File: config.mk
export PLATFORM = sky130hd
export DESIGN_NAME = high_port_gpio_bank
export DESIGN_NICKNAME = d
export VERILOG_FILES = /design/src/logic/high_port_pkg.sv /design/src/logic/high_port_gpio_bank.sv
export SDC_FILE = /design/constraint.sdc
export NUM_CORES = 1
export LEC_CHECK = 0
export BUFFER_PORTS_ARGS = -buffer_cell sky130_fd_sc_hd__buf_2
export CORE_UTILIZATION = 32
export CTS_CLUSTER_DIAMETER = 120
export DETAILED_ROUTE_END_ITERATION = 7
export PLACE_DENSITY = 0.54
export SETUP_SLACK_MARGIN = 0.4
export SLEW_MARGIN = 20
export SYNTH_ARGS = -nofsm -noshare
export SYNTH_HDL_FRONTEND = slang
export SYNTH_SLANG_ARGS = --single-unit
File: constraint.sdc
create_clock -name sys_clk -period 2.9 [get_ports sys_clk]
set_clock_uncertainty 0.2 [all_clocks]
set_input_delay 0.87 -clock sys_clk [delete_from_list [all_inputs] [get_ports sys_clk]]
set_output_delay 0.87 -clock sys_clk [all_outputs]
set_load 0.02 [all_outputs]
File: src/logic/high_port_pkg.sv
// Package for the upper-port GPIO bank: register offsets, reset values, field positions.
// Assumes an 8-bit special function register access port from the processor core.
package high_port_pkg;

  localparam logic [7:0] PORT3_DATA_ADDR = 8'hb0;
  localparam logic [7:0] PORT4_DATA_ADDR = 8'hc8;
  localparam logic [7:0] PORT5_DATA_ADDR = 8'hd8;
  localparam logic [7:0] PORT6_DATA_ADDR = 8'he8;
  localparam logic [7:0] PORT7_DATA_ADDR = 8'hf8;
  localparam logic [7:0] PORT3_MODE_ADDR = 8'ha7;
  localparam logic [7:0] PORT4_MODE_ADDR = 8'h9c;
  localparam logic [7:0] PORT5_MODE_ADDR = 8'h9d;
  localparam logic [7:0] PORT6_MODE_ADDR = 8'h9e;
  localparam logic [7:0] PORT7_MODE_ADDR = 8'h9f;
  localparam logic [7:0] XBAR0_ADDR = 8'he1;
  localparam logic [7:0] XBAR1_ADDR = 8'he2;
  localparam logic [7:0] XBAR2_ADDR = 8'he3;
  localparam logic [7:0] XBAR3_ADDR = 8'he4;

  localparam logic [7:0] LATCH_RESET = 8'hff;
  localparam logic [7:0] MODE_RESET = 8'h00;
  localparam logic [7:0] XBAR_RESET = 8'h00;
  localparam logic [7:0] PORT4_PIN_MASK = 8'he0;
  localparam int WEAK_PULLUP_DISABLE_BIT = 7;
  localparam int NUM_PORTS = 5;

  typedef struct packed {
    logic [7:0] addr;
    logic [7:0] wdata;
    logic wr_en;
    logic rd_en;
    logic rmw_read;
  } sfr_req_s;

  typedef struct packed {
    logic active;
    logic read_move;
    logic [7:0] oe_mask_p5;
    logic [7:0] oe_mask_p6;
    logic [7:0] oe_mask_p7;
    logic [7:0] out_p5;
    logic [7:0] out_p6;
    logic [7:0] out_p7;
  } ext_mem_s;

  typedef logic [NUM_PORTS*8-1:0] port_bus_t;

endpackage

File: src/logic/high_port_gpio_bank.sv
// Upper-port GPIO bank: data latches, output mode selects, crossbar settings and pin drive.
// Assumes a single-cycle SFR access port and an external memory interface on the same clock.
//
// Overview of operation
// - Port 3 latch drives only crossbar-free pins
// - Ordinary reads return synchronised pin levels
// - Read-modify-write reads return latch contents
// - Port 4 has pins only at bits 5-7
// - Ports 4 to 7 byte-addressable data registers
// - Registers and inputs work without pins present
// - Push-pull drives latch value both ways
// - Open-drain drives low, releases on one
// - Mode bit 1 push-pull, 0 open-drain
// - All pins open-drain after reset
// - Pull-ups on unless global disable bit set
// - Pull-up off while pin driven low
// - External memory overrides latches during moves
// - External reads release data-bus drivers
// - Port 5 carries upper address byte
`timescale 1ns/1ps

module high_port_gpio_bank
  import high_port_pkg::*;
(
  input wire logic sys_clk,
  input wire logic reset_n,
  input wire sfr_req_s sfr_req,
  output logic [7:0] sfr_rdata,
  output logic sfr_hit,
  input wire ext_mem_s ext_mem,
  input wire logic [7:0] periph_claim_p3,
  input wire logic [7:0] periph_out_p3,
  input wire port_bus_t pin_in,
  output port_bus_t pin_out,
  output port_bus_t pin_oe,
  output port_bus_t pullup_en
);

  typedef struct packed {
    logic [NUM_PORTS-1:0][7:0] latch;
    logic [NUM_PORTS-1:0][7:0] mode;
    logic [3:0][7:0] xbar;
    logic [NUM_PORTS-1:0][7:0] sync1;
    logic [NUM_PORTS-1:0][7:0] sync2;
    logic [7:0] rdata;
    logic hit;
  } state_s;

  state_s state_q;
  state_s state_d;
  logic [NUM_PORTS-1:0][7:0] drv_val;
  logic [NUM_PORTS-1:0][7:0] drv_en;
  logic [NUM_PORTS-1:0][7:0] pin_mask;

  // Returns the port index whose data register sits at the address, or NUM_PORTS on a miss.
  function automatic logic [2:0] data_index(input logic [7:0] a);
    case (a)
      PORT3_DATA_ADDR: data_index = 3'd0;
      PORT4_DATA_ADDR: data_index = 3'd1;
      PORT5_DATA_ADDR: data_index = 3'd2;
      PORT6_DATA_ADDR: data_index = 3'd3;
      PORT7_DATA_ADDR: data_index = 3'd4;
      default: data_index = 3'd5;
    endcase
  endfunction

  function automatic logic [2:0] mode_index(input logic [7:0] a);
    case (a)
      PORT3_MODE_ADDR: mode_index = 3'd0;
      PORT4_MODE_ADDR: mode_index = 3'd1;
      PORT5_MODE_ADDR: mode_index = 3'd2;
      PORT6_MODE_ADDR: mode_index = 3'd3;
      PORT7_MODE_ADDR: mode_index = 3'd4;
      default: mode_index = 3'd5;
    endcase
  endfunction

  function automatic logic [2:0] xbar_index(input logic [7:0] a);
    case (a)
      XBAR0_ADDR: xbar_index = 3'd0;
      XBAR1_ADDR: xbar_index = 3'd1;
      XBAR2_ADDR: xbar_index = 3'd2;
      XBAR3_ADDR: xbar_index = 3'd3;
      default: xbar_index = 3'd4;
    endcase
  endfunction

  // Per-port pin driver. The external memory interface only reaches ports 5 to 7,
  // so ports 3 and 4 see no override.
  genvar gp;
  generate
    for (gp = 0; gp < NUM_PORTS; gp++)
    begin : g_port
      logic [7:0] src_val;
      logic [7:0] external_memory_interface_mask;
      logic [7:0] external_memory_interface_val;
      logic [7:0] push_pull;
      always_comb
      begin
        external_memory_interface_mask = 8'h00;
        external_memory_interface_val = 8'h00;
        if (ext_mem.active)
        begin
          if (gp == 2)
          begin
            external_memory_interface_mask = ext_mem.oe_mask_p5;
            external_memory_interface_val = ext_mem.out_p5;
          end
          else if (gp == 3)
          begin
            external_memory_interface_mask = ext_mem.oe_mask_p6;
            external_memory_interface_val = ext_mem.out_p6;
          end
          else if (gp == 4)
          begin
            external_memory_interface_mask = ext_mem.oe_mask_p7;
            external_memory_interface_val = ext_mem.out_p7;
          end
        end
        src_val = (state_q.latch[gp] & ~external_memory_interface_mask) | (external_memory_interface_val & external_memory_interface_mask);
        push_pull = state_q.mode[gp];
        if (gp == 0)
        begin
          src_val = (src_val & ~periph_claim_p3) | (periph_out_p3 & periph_claim_p3);
        end
        drv_val[gp] = src_val;
        // Push-pull drives both levels, open-drain drives only a low.
        drv_en[gp] = push_pull | ~src_val;
        if (gp == 4 && ext_mem.active && ext_mem.read_move)
        begin
          drv_en[gp] = drv_en[gp] & ~external_memory_interface_mask;
        end
        pin_mask[gp] = (gp == 1) ? PORT4_PIN_MASK : 8'hff;
      end
      assign pin_out[gp*8 +: 8] = drv_val[gp] & pin_mask[gp];
      assign pin_oe[gp*8 +: 8] = drv_en[gp] & pin_mask[gp];
      // A pin pulling low never fights its own pull-up.
      assign pullup_en[gp*8 +: 8] = pin_mask[gp] &
        ~(drv_en[gp] & ~drv_val[gp]) &
        {8{~state_q.xbar[2][WEAK_PULLUP_DISABLE_BIT]}};
    end
  endgenerate

  always_comb
  begin
    logic [2:0] di;
    logic [2:0] mi;
    logic [2:0] xi;
    state_d = state_q;
    di = data_index(sfr_req.addr);
    mi = mode_index(sfr_req.addr);
    xi = xbar_index(sfr_req.addr);
    // Input paths stay live even when the package has no pins behind them.
    for (int p = 0; p < NUM_PORTS; p++)
    begin
      state_d.sync1[p] = pin_in[p*8 +: 8];
      state_d.sync2[p] = state_q.sync1[p];
    end
    state_d.hit = 1'b0;
    state_d.rdata = state_q.rdata;
    if (sfr_req.rd_en)
    begin
      state_d.rdata = 8'h00;
      if (di < 3'd5)
      begin
        state_d.hit = 1'b1;
        if (sfr_req.rmw_read)
        begin
          state_d.rdata = state_q.latch[di];
        end
        else
        begin
          state_d.rdata = state_q.sync2[di];
        end
      end
      else if (mi < 3'd5)
      begin
        state_d.hit = 1'b1;
        state_d.rdata = state_q.mode[mi];
      end
      else if (xi < 3'd4)
      begin
        state_d.hit = 1'b1;
        state_d.rdata = state_q.xbar[xi[1:0]];
      end
    end
    if (sfr_req.wr_en)
    begin
      if (di < 3'd5)
      begin
        state_d.latch[di] = sfr_req.wdata;
        state_d.hit = 1'b1;
      end
      else if (mi < 3'd5)
      begin
        state_d.mode[mi] = sfr_req.wdata;
        state_d.hit = 1'b1;
      end
      else if (xi < 3'd4)
      begin
        state_d.xbar[xi[1:0]] = sfr_req.wdata;
        state_d.hit = 1'b1;
      end
    end
  end

  always_ff @(posedge sys_clk or negedge reset_n)
  begin
    if (!reset_n)
    begin
      for (int p = 0; p < NUM_PORTS; p++)
      begin
        state_q.latch[p] <= LATCH_RESET;
        state_q.mode[p] <= MODE_RESET;
        state_q.sync1[p] <= 8'h00;
        state_q.sync2[p] <= 8'h00;
      end
      for (int x = 0; x < 4; x++)
      begin
        state_q.xbar[x] <= XBAR_RESET;
      end
      state_q.rdata <= 8'h00;
      state_q.hit <= 1'b0;
    end
    else
    begin
      state_q <= state_d;
    end
  end

  assign sfr_rdata = state_q.rdata;
  assign sfr_hit = state_q.hit;

endmodule

# Word level (Yosys, flattened, before mapping)
# Cells that the tools add are included.
# Widths: inputs -> output; s select.
[classes]
n_bitwise = 45
eq_ne = 14
n_reduce_logical = 7
mux = 36
order_cmp = 9
[ops]
columns = ["operator", "count"]
rows = [
  ["$and 8x8->8", 19],
  ["$mux 8", 15],
  ["$eq 8x8->1 const B", 14],
  ["$not 8->8", 14],
  ["$bwmux 40", 2],
  ["$bmux 8 s3", 3],
  ["$or 8x8->8", 9],
  ["$demux 8 s3", 2],
  ["$bwmux 32", 1],
  ["$pmux 3 s5", 2],
  ["$mux 9", 3],
  ["$bmux 8 s2", 1],
  ["$demux 8 s2", 1],
  ["$pmux 3 s4", 1],
  ["$lt 3x3->1 const B", 3],
  ["$lt 3x4->1 const B", 2],
  ["$ge 3x1->1 const B", 2],
  ["$mux 1", 5],
  ["$logic_and 1x1->1", 4],
  ["$reduce_and 4->1", 1],
  ["$lt 2x3->1 const B", 1],
  ["$not 1->1", 3],
  ["$reduce_and 3->1", 1],
  ["$ge 2x1->1 const B", 1],
  ["$reduce_and 2->1", 1],
]
[word_totals]
reg_bits = 201
input_bits = 127
elab_cells = 137
output_inout_bits = 129

# Longest topological paths before layout
[depth]
word_depth = 12
mapped_depth = 8
mapped_depth_nobuf = 5

# Worst setup path after synthesis
# Ideal clock, no wire load.
[synth_path]
path_kind = "input-to-output"
from = "input ext_mem[49] in the netlist's numbering"
to = "output pullup_en[32]"
slack_ps = -134
path_stages = 5
t_arrival_ps = 1964
path_buffers = 2
required_ps = 1830
path_cell_list = "clkbuf_1 clkbuf_1 nand2_1 mux2i_1 a21oi_1"
[synth_between]
elab_chain_cells = 11
elab_cells_between_ends = 14
cone_classes = "mux (3); bitwise (10); reduce/logical (1)"
[synth_lines]
columns = ["element", "line_no", "rtl"]
rows = [
  ["start: declaration", "high_port_gpio_bank.sv:30", "input wire ext_mem_s ext_mem,"],
  ["$mux 8", "high_port_gpio_bank.sv:102", "if (ext_mem.active)"],
  ["$not 8->8", "high_port_gpio_bank.sv:120, high_port_gpio_bank.sv:131", ""],
  ["$and 8x8->8", "high_port_gpio_bank.sv:120", "src_val = (state_q.latch[gp] & ~external_memory_interface_mask) | (external_memory_interface_val & external_me ..."],
  ["$or 8x8->8", "high_port_gpio_bank.sv:120", ""],
  ["$not 8->8", "high_port_gpio_bank.sv:128, high_port_gpio_bank.sv:139", ""],
  ["$or 8x8->8", "high_port_gpio_bank.sv:128", "drv_en[gp] = push_pull | ~src_val;"],
  ["$and 8x8->8", "high_port_gpio_bank.sv:131", "drv_en[gp] = drv_en[gp] & ~external_memory_interface_mask;"],
  ["$mux 8", "high_port_gpio_bank.sv:129", "if (gp == 4 && ext_mem.active && ext_mem.read_move)"],
  ["$and 8x8->8 (*)", "high_port_gpio_bank.sv:139", "~(drv_en[gp] & ~drv_val[gp]) &"],
  ["$not 8->8 (*)", "high_port_gpio_bank.sv:139", ""],
  ["$and 8x8->8 (*)", "high_port_gpio_bank.sv:139", ""],
  ["end: declaration", "high_port_gpio_bank.sv:36", "output port_bus_t pullup_en"],
]
# Mark *: on every way between the ends. The rest lies on a longest branch, timed or not.

# Worst setup path after layout
[layout_path]
from = "input ext_mem[49] in the netlist's numbering"
to = "output pin_oe[24]"
[layout_between]
elab_chain_cells = 6
elab_cells_between_ends = 8
cone_classes = "mux (2); bitwise (6)"
[layout_lines]
columns = ["element", "line_no", "rtl"]
rows = [
  ["$mux 8", "high_port_gpio_bank.sv:102", ""],
  ["$not 8->8", "high_port_gpio_bank.sv:120", ""],
  ["$and 8x8->8", "high_port_gpio_bank.sv:120", ""],
  ["$or 8x8->8 (*)", "high_port_gpio_bank.sv:120", ""],
  ["$not 8->8 (*)", "high_port_gpio_bank.sv:128", ""],
  ["$or 8x8->8 (*)", "high_port_gpio_bank.sv:128", ""],
  ["end: declaration", "high_port_gpio_bank.sv:35", "output port_bus_t pin_oe,"],
]
# Marks and branches as above.

==> flow_metrics.tcl <==
set metrics [dict create \
    status "finished with violations" \
    violations "setup timing" \
    postSynth.topFlopCell "sky130_fd_sc_hd__dfrtp_1" \
    num_io_pins 256 \
    clk_pin_slew_ns 0.06 \
    timing.setup.tns_ns -0.07356 \
    ys_seq_area_share_pct 54.91 \
    num_rows 61 \
    gr-total-overflow 0 \
    grt_max_degree 59 \
    timing.reg2reg.setup_slack_ns 0.69 \
    min-delay-path-class "primary input to async pin" \
    n_antenna_cell 0 \
    post-layout-total-power_mw 7.283 \
    insertion_delay_of_the_later_clocked_pin_in_the_worst_skew_pair_ns 0.51 \
    post-synth-top-area-fraction_pct 43.55 \
    max_freq_ghz 0.3428 \
    worstMarginPinSlew_ns 0.6345 \
    post_synth_main_area_contributors "sky130_fd_sc_hd__dfrtp_1 44%, sky130_fd_sc_hd__mux2_2 15%, sky130_fd_sc_hd__dfstp_2 11%" \
    synth-edff-count 0 \
    cts_htree_levels 1 \
    origin_of_the_critical_flop_to_flop_path "state_q[112]" \
    gp_congestion 0.8647 \
    syn-instance-count 696 \
    critical_path_launch_point "ext_mem[49]" \
    layout.cells.most_common "sky130_fd_sc_hd__dfrtp_1" \
    worst_setup_ep_type "output port" \
    final.min_clock_period_ns 2.917 \
    rsz0062_at_grt "true" \
    report.final.setup_viol 6 \
    die_h_um 172.0 \
    synth_largest_area_cell "sky130_fd_sc_hd__dfrtp_1" \
    fillerInstances 2502 \
    timing.final.max_slew_violations 0 \
    full_die_area_mm2 0.02959 \
    synth.avg_cell_area_um2 13.29 \
    clk_root_buffer_cell "sky130_fd_sc_hd__clkbuf_16" \
    synth_seq_cells 201 \
    dp.final_hpwl_um 22430 \
    routed_via_density 4.920 \
    area_growth_pct 48.76 \
    grt_pass1_vias 7251 \
    route.detailed.drc 0 \
    detail-route-antenna-nets 0 \
    r2r_cells 6 \
    port_buffers 240 \
    grt_first_pass_wirelength_um 46400 \
    hold_buffers 0 \
    setup.worst_path.class "primary input to output port" \
    global_route.usage.total_pct 21.67 \
    post_synthesis_cell_area_mm2 0.009251 \
    drt_first_iter_violations 381 \
    final-hold-violation-count 0 \
    final_nets 1115 \
    route.detailed.wl_per_inst_um 22.78 \
    max_slew_margin_pct 57.70 \
    drive_gt1_share_pct 70.55 \
    cts_tree "done" \
    cts_buffer_depth 3 \
    cap_viol_max_count 0 \
    layout_worst_path_cycle_share_pct 100.6 \
    worst_setup_path_start_kind "primary input" \
    antenna_found_initial 0 \
    cts_made_buffers 23 \
    reg2reg_to "sfr_rdata[7]" \
    wl_um 31510 \
    synthArstFlopShare_pct 100.0 \
    clock-sinks 201 \
    timing.final.ws_setup_ns -0.01704 \
    vdd_ir_drop_max_uv 334.6 \
    power_leakage_nw 6.373 \
    worst_ep_required_time_ns 1.83 \
    die_span_x_um 172.0 \
    yosys_warnings 0 \
    layout.cells.most_common_list "160 x sky130_fd_sc_hd__dfrtp_1, 130 x sky130_fd_sc_hd__buf_2, 122 x sky130_fd_sc_hd__mux2_2, 103 x sky130_fd_sc_hd__buf_6, 58 x sky130_fd_sc_hd__buf_4" \
    arrival_ns 1.85 \
    crit_path_max_fanout 5 \
    design.core.area_mm2 0.02809 \
    drt-pass1-iter-count 4 \
    start_util_pct 32.94 \
    yosysUniqueCellTypes 48 \
    detailroute.via_count 6805 \
    endpoint "pin_oe[24]" \
    cellPowerDensity_mw_per_mm2 529.2 \
]
[critical path: stages]
cell	delay, ns
sky130_fd_sc_hd__buf_12	0.13
sky130_fd_sc_hd__buf_16	0.16
sky130_fd_sc_hd__nand2_4	0.07
sky130_fd_sc_hd__mux2i_4	0.33
sky130_fd_sc_hd__or2_4	0.18
sky130_fd_sc_hd__buf_6	0.10
[routing by layer]
| metal | routed length (um) | GRT usage [%] |
|---|---|---|
| met5 | 0 | 0 |
| met4 | 539 | 4.348 |
| met3 | 1833 | 3.365 |
| met2 | 15720 | 37.36 |
| met1 | 13410 | 28.77 |
[cells in the mapped netlist, types with 2 or more instances]
library cell and n:
sky130_fd_sc_hd__inv_1 32, sky130_fd_sc_hd__mux2_2 122, sky130_fd_sc_hd__nor2b_1 6, sky130_fd_sc_hd__o2bb2ai_1 14, sky130_fd_sc_hd__clkbuf_1 15, sky130_fd_sc_hd__nand4_1 4
sky130_fd_sc_hd__a21oi_1 10, sky130_fd_sc_hd__a211oi_1 7, sky130_fd_sc_hd__nand2_1 32, sky130_fd_sc_hd__mux2i_1 33, sky130_fd_sc_hd__nor2_1 35, sky130_fd_sc_hd__nor2_2 2
sky130_fd_sc_hd__and4b_1 2, sky130_fd_sc_hd__nand3_1 5, sky130_fd_sc_hd__buf_2 12, sky130_fd_sc_hd__mux4_2 24, sky130_fd_sc_hd__nand2_2 2, sky130_fd_sc_hd__dfrtp_1 161
sky130_fd_sc_hd__a22o_1 2, sky130_fd_sc_hd__and2b_1 3, sky130_fd_sc_hd__buf_4 33, sky130_fd_sc_hd__nand2b_1 4, sky130_fd_sc_hd__a22oi_1 28, sky130_fd_sc_hd__o21a_1 8
sky130_fd_sc_hd__or2_2 24, sky130_fd_sc_hd__and4bb_2 3, sky130_fd_sc_hd__nand3_2 2, sky130_fd_sc_hd__dfstp_2 40, sky130_fd_sc_hd__nor3_1 7, sky130_fd_sc_hd__a21o_1 2
sky130_fd_sc_hd__buf_1 2, sky130_fd_sc_hd__nand3_4 4
[power by group]
| group | leakage, nW | internal, mW | switching (mW) |
|---|---|---|---|
| Combinational | 3.54 | 0.620 | 0.652 |
| Sequential | 2.45 | 2.97 | 0.102 |
| Clock | 0.386 | 1.80 | 1.14 |
[registers in the layout (all words and copies together) (netlist names)]
name / flops
sfr_rdata: 8
g_port.push_pull: 40
state_q: 104
state_d: 40
sfr_hit: 1
g_port.src_val: 8
[repair_timing]
action	4_1_cts	5_1_grt
pin swaps	31	19
buffers inserted	26	0
endpoints found under the setup margin	95	103
resized for setup	298	81
gates cloned	4	0
[area by class of cell]
class / instances / area (um2) / area share (%)
clock inverter: 9 / 107.6 / 0.7819
sequential: 201 / 5084 / 36.94
clock buffer: 33 / 673.1 / 4.891
tap: 378 / 473.0 / 3.437
timing repair buffer: 318 / 2773 / 20.15
multi-input combinational: 412 / 4514 / 32.80
inverter: 32 / 137.6 / 1.000
[worst min-delay path by stage]
stage                     start  slack, ns           to  cells past startpoint
finish                  reset_n       0.14  state_d[48]                      1
detailed placement  state_d[13]       0.13  state_q[13]                      0
CTS                     reset_n       0.15  state_d[48]                      1
global placement    state_d[31]       0.13  state_q[31]                      0
floorplan           state_d[10]       0.13  state_q[10]                      0
global route        state_d[25]       0.15  state_q[25]                      0
[kinds of logic (layout without fill, tap and decap cells)]
logic type	Yosys count	after routing	share of synthesized area [%]
DFF	201	201	54.91
muxes	179	179	24.26
and+or+nand+nor	142	142	8.872
buffers and inverters	97	392	5.735
AOI/OAI and AO/OA	76	76	6.181
other	1	15	0.04053
[through the flow]
step | hold slack, ns | worst slack, ns | std cells | utilization (%) | area (um2)
2_1_floorplan | 0.1312 | 0.1396 | 710 | - | 9540
3_3_place_gp | 0.1330 | -0.2141 | 1311 | 40.10 | 11260
3_5_place_dp | 0.1347 | -0.2367 | 1311 | 40.10 | 11260
4_1_cts | 0.1472 | -0.008587 | 1383 | 48.06 | 13500
5_1_grt | 0.1503 | -0.03137 | 1383 | 49.00 | 13760
6_report | 0.1430 | -0.01704 | 1383 | 49.00 | 13760
Power figures use the tool's default switching activity.
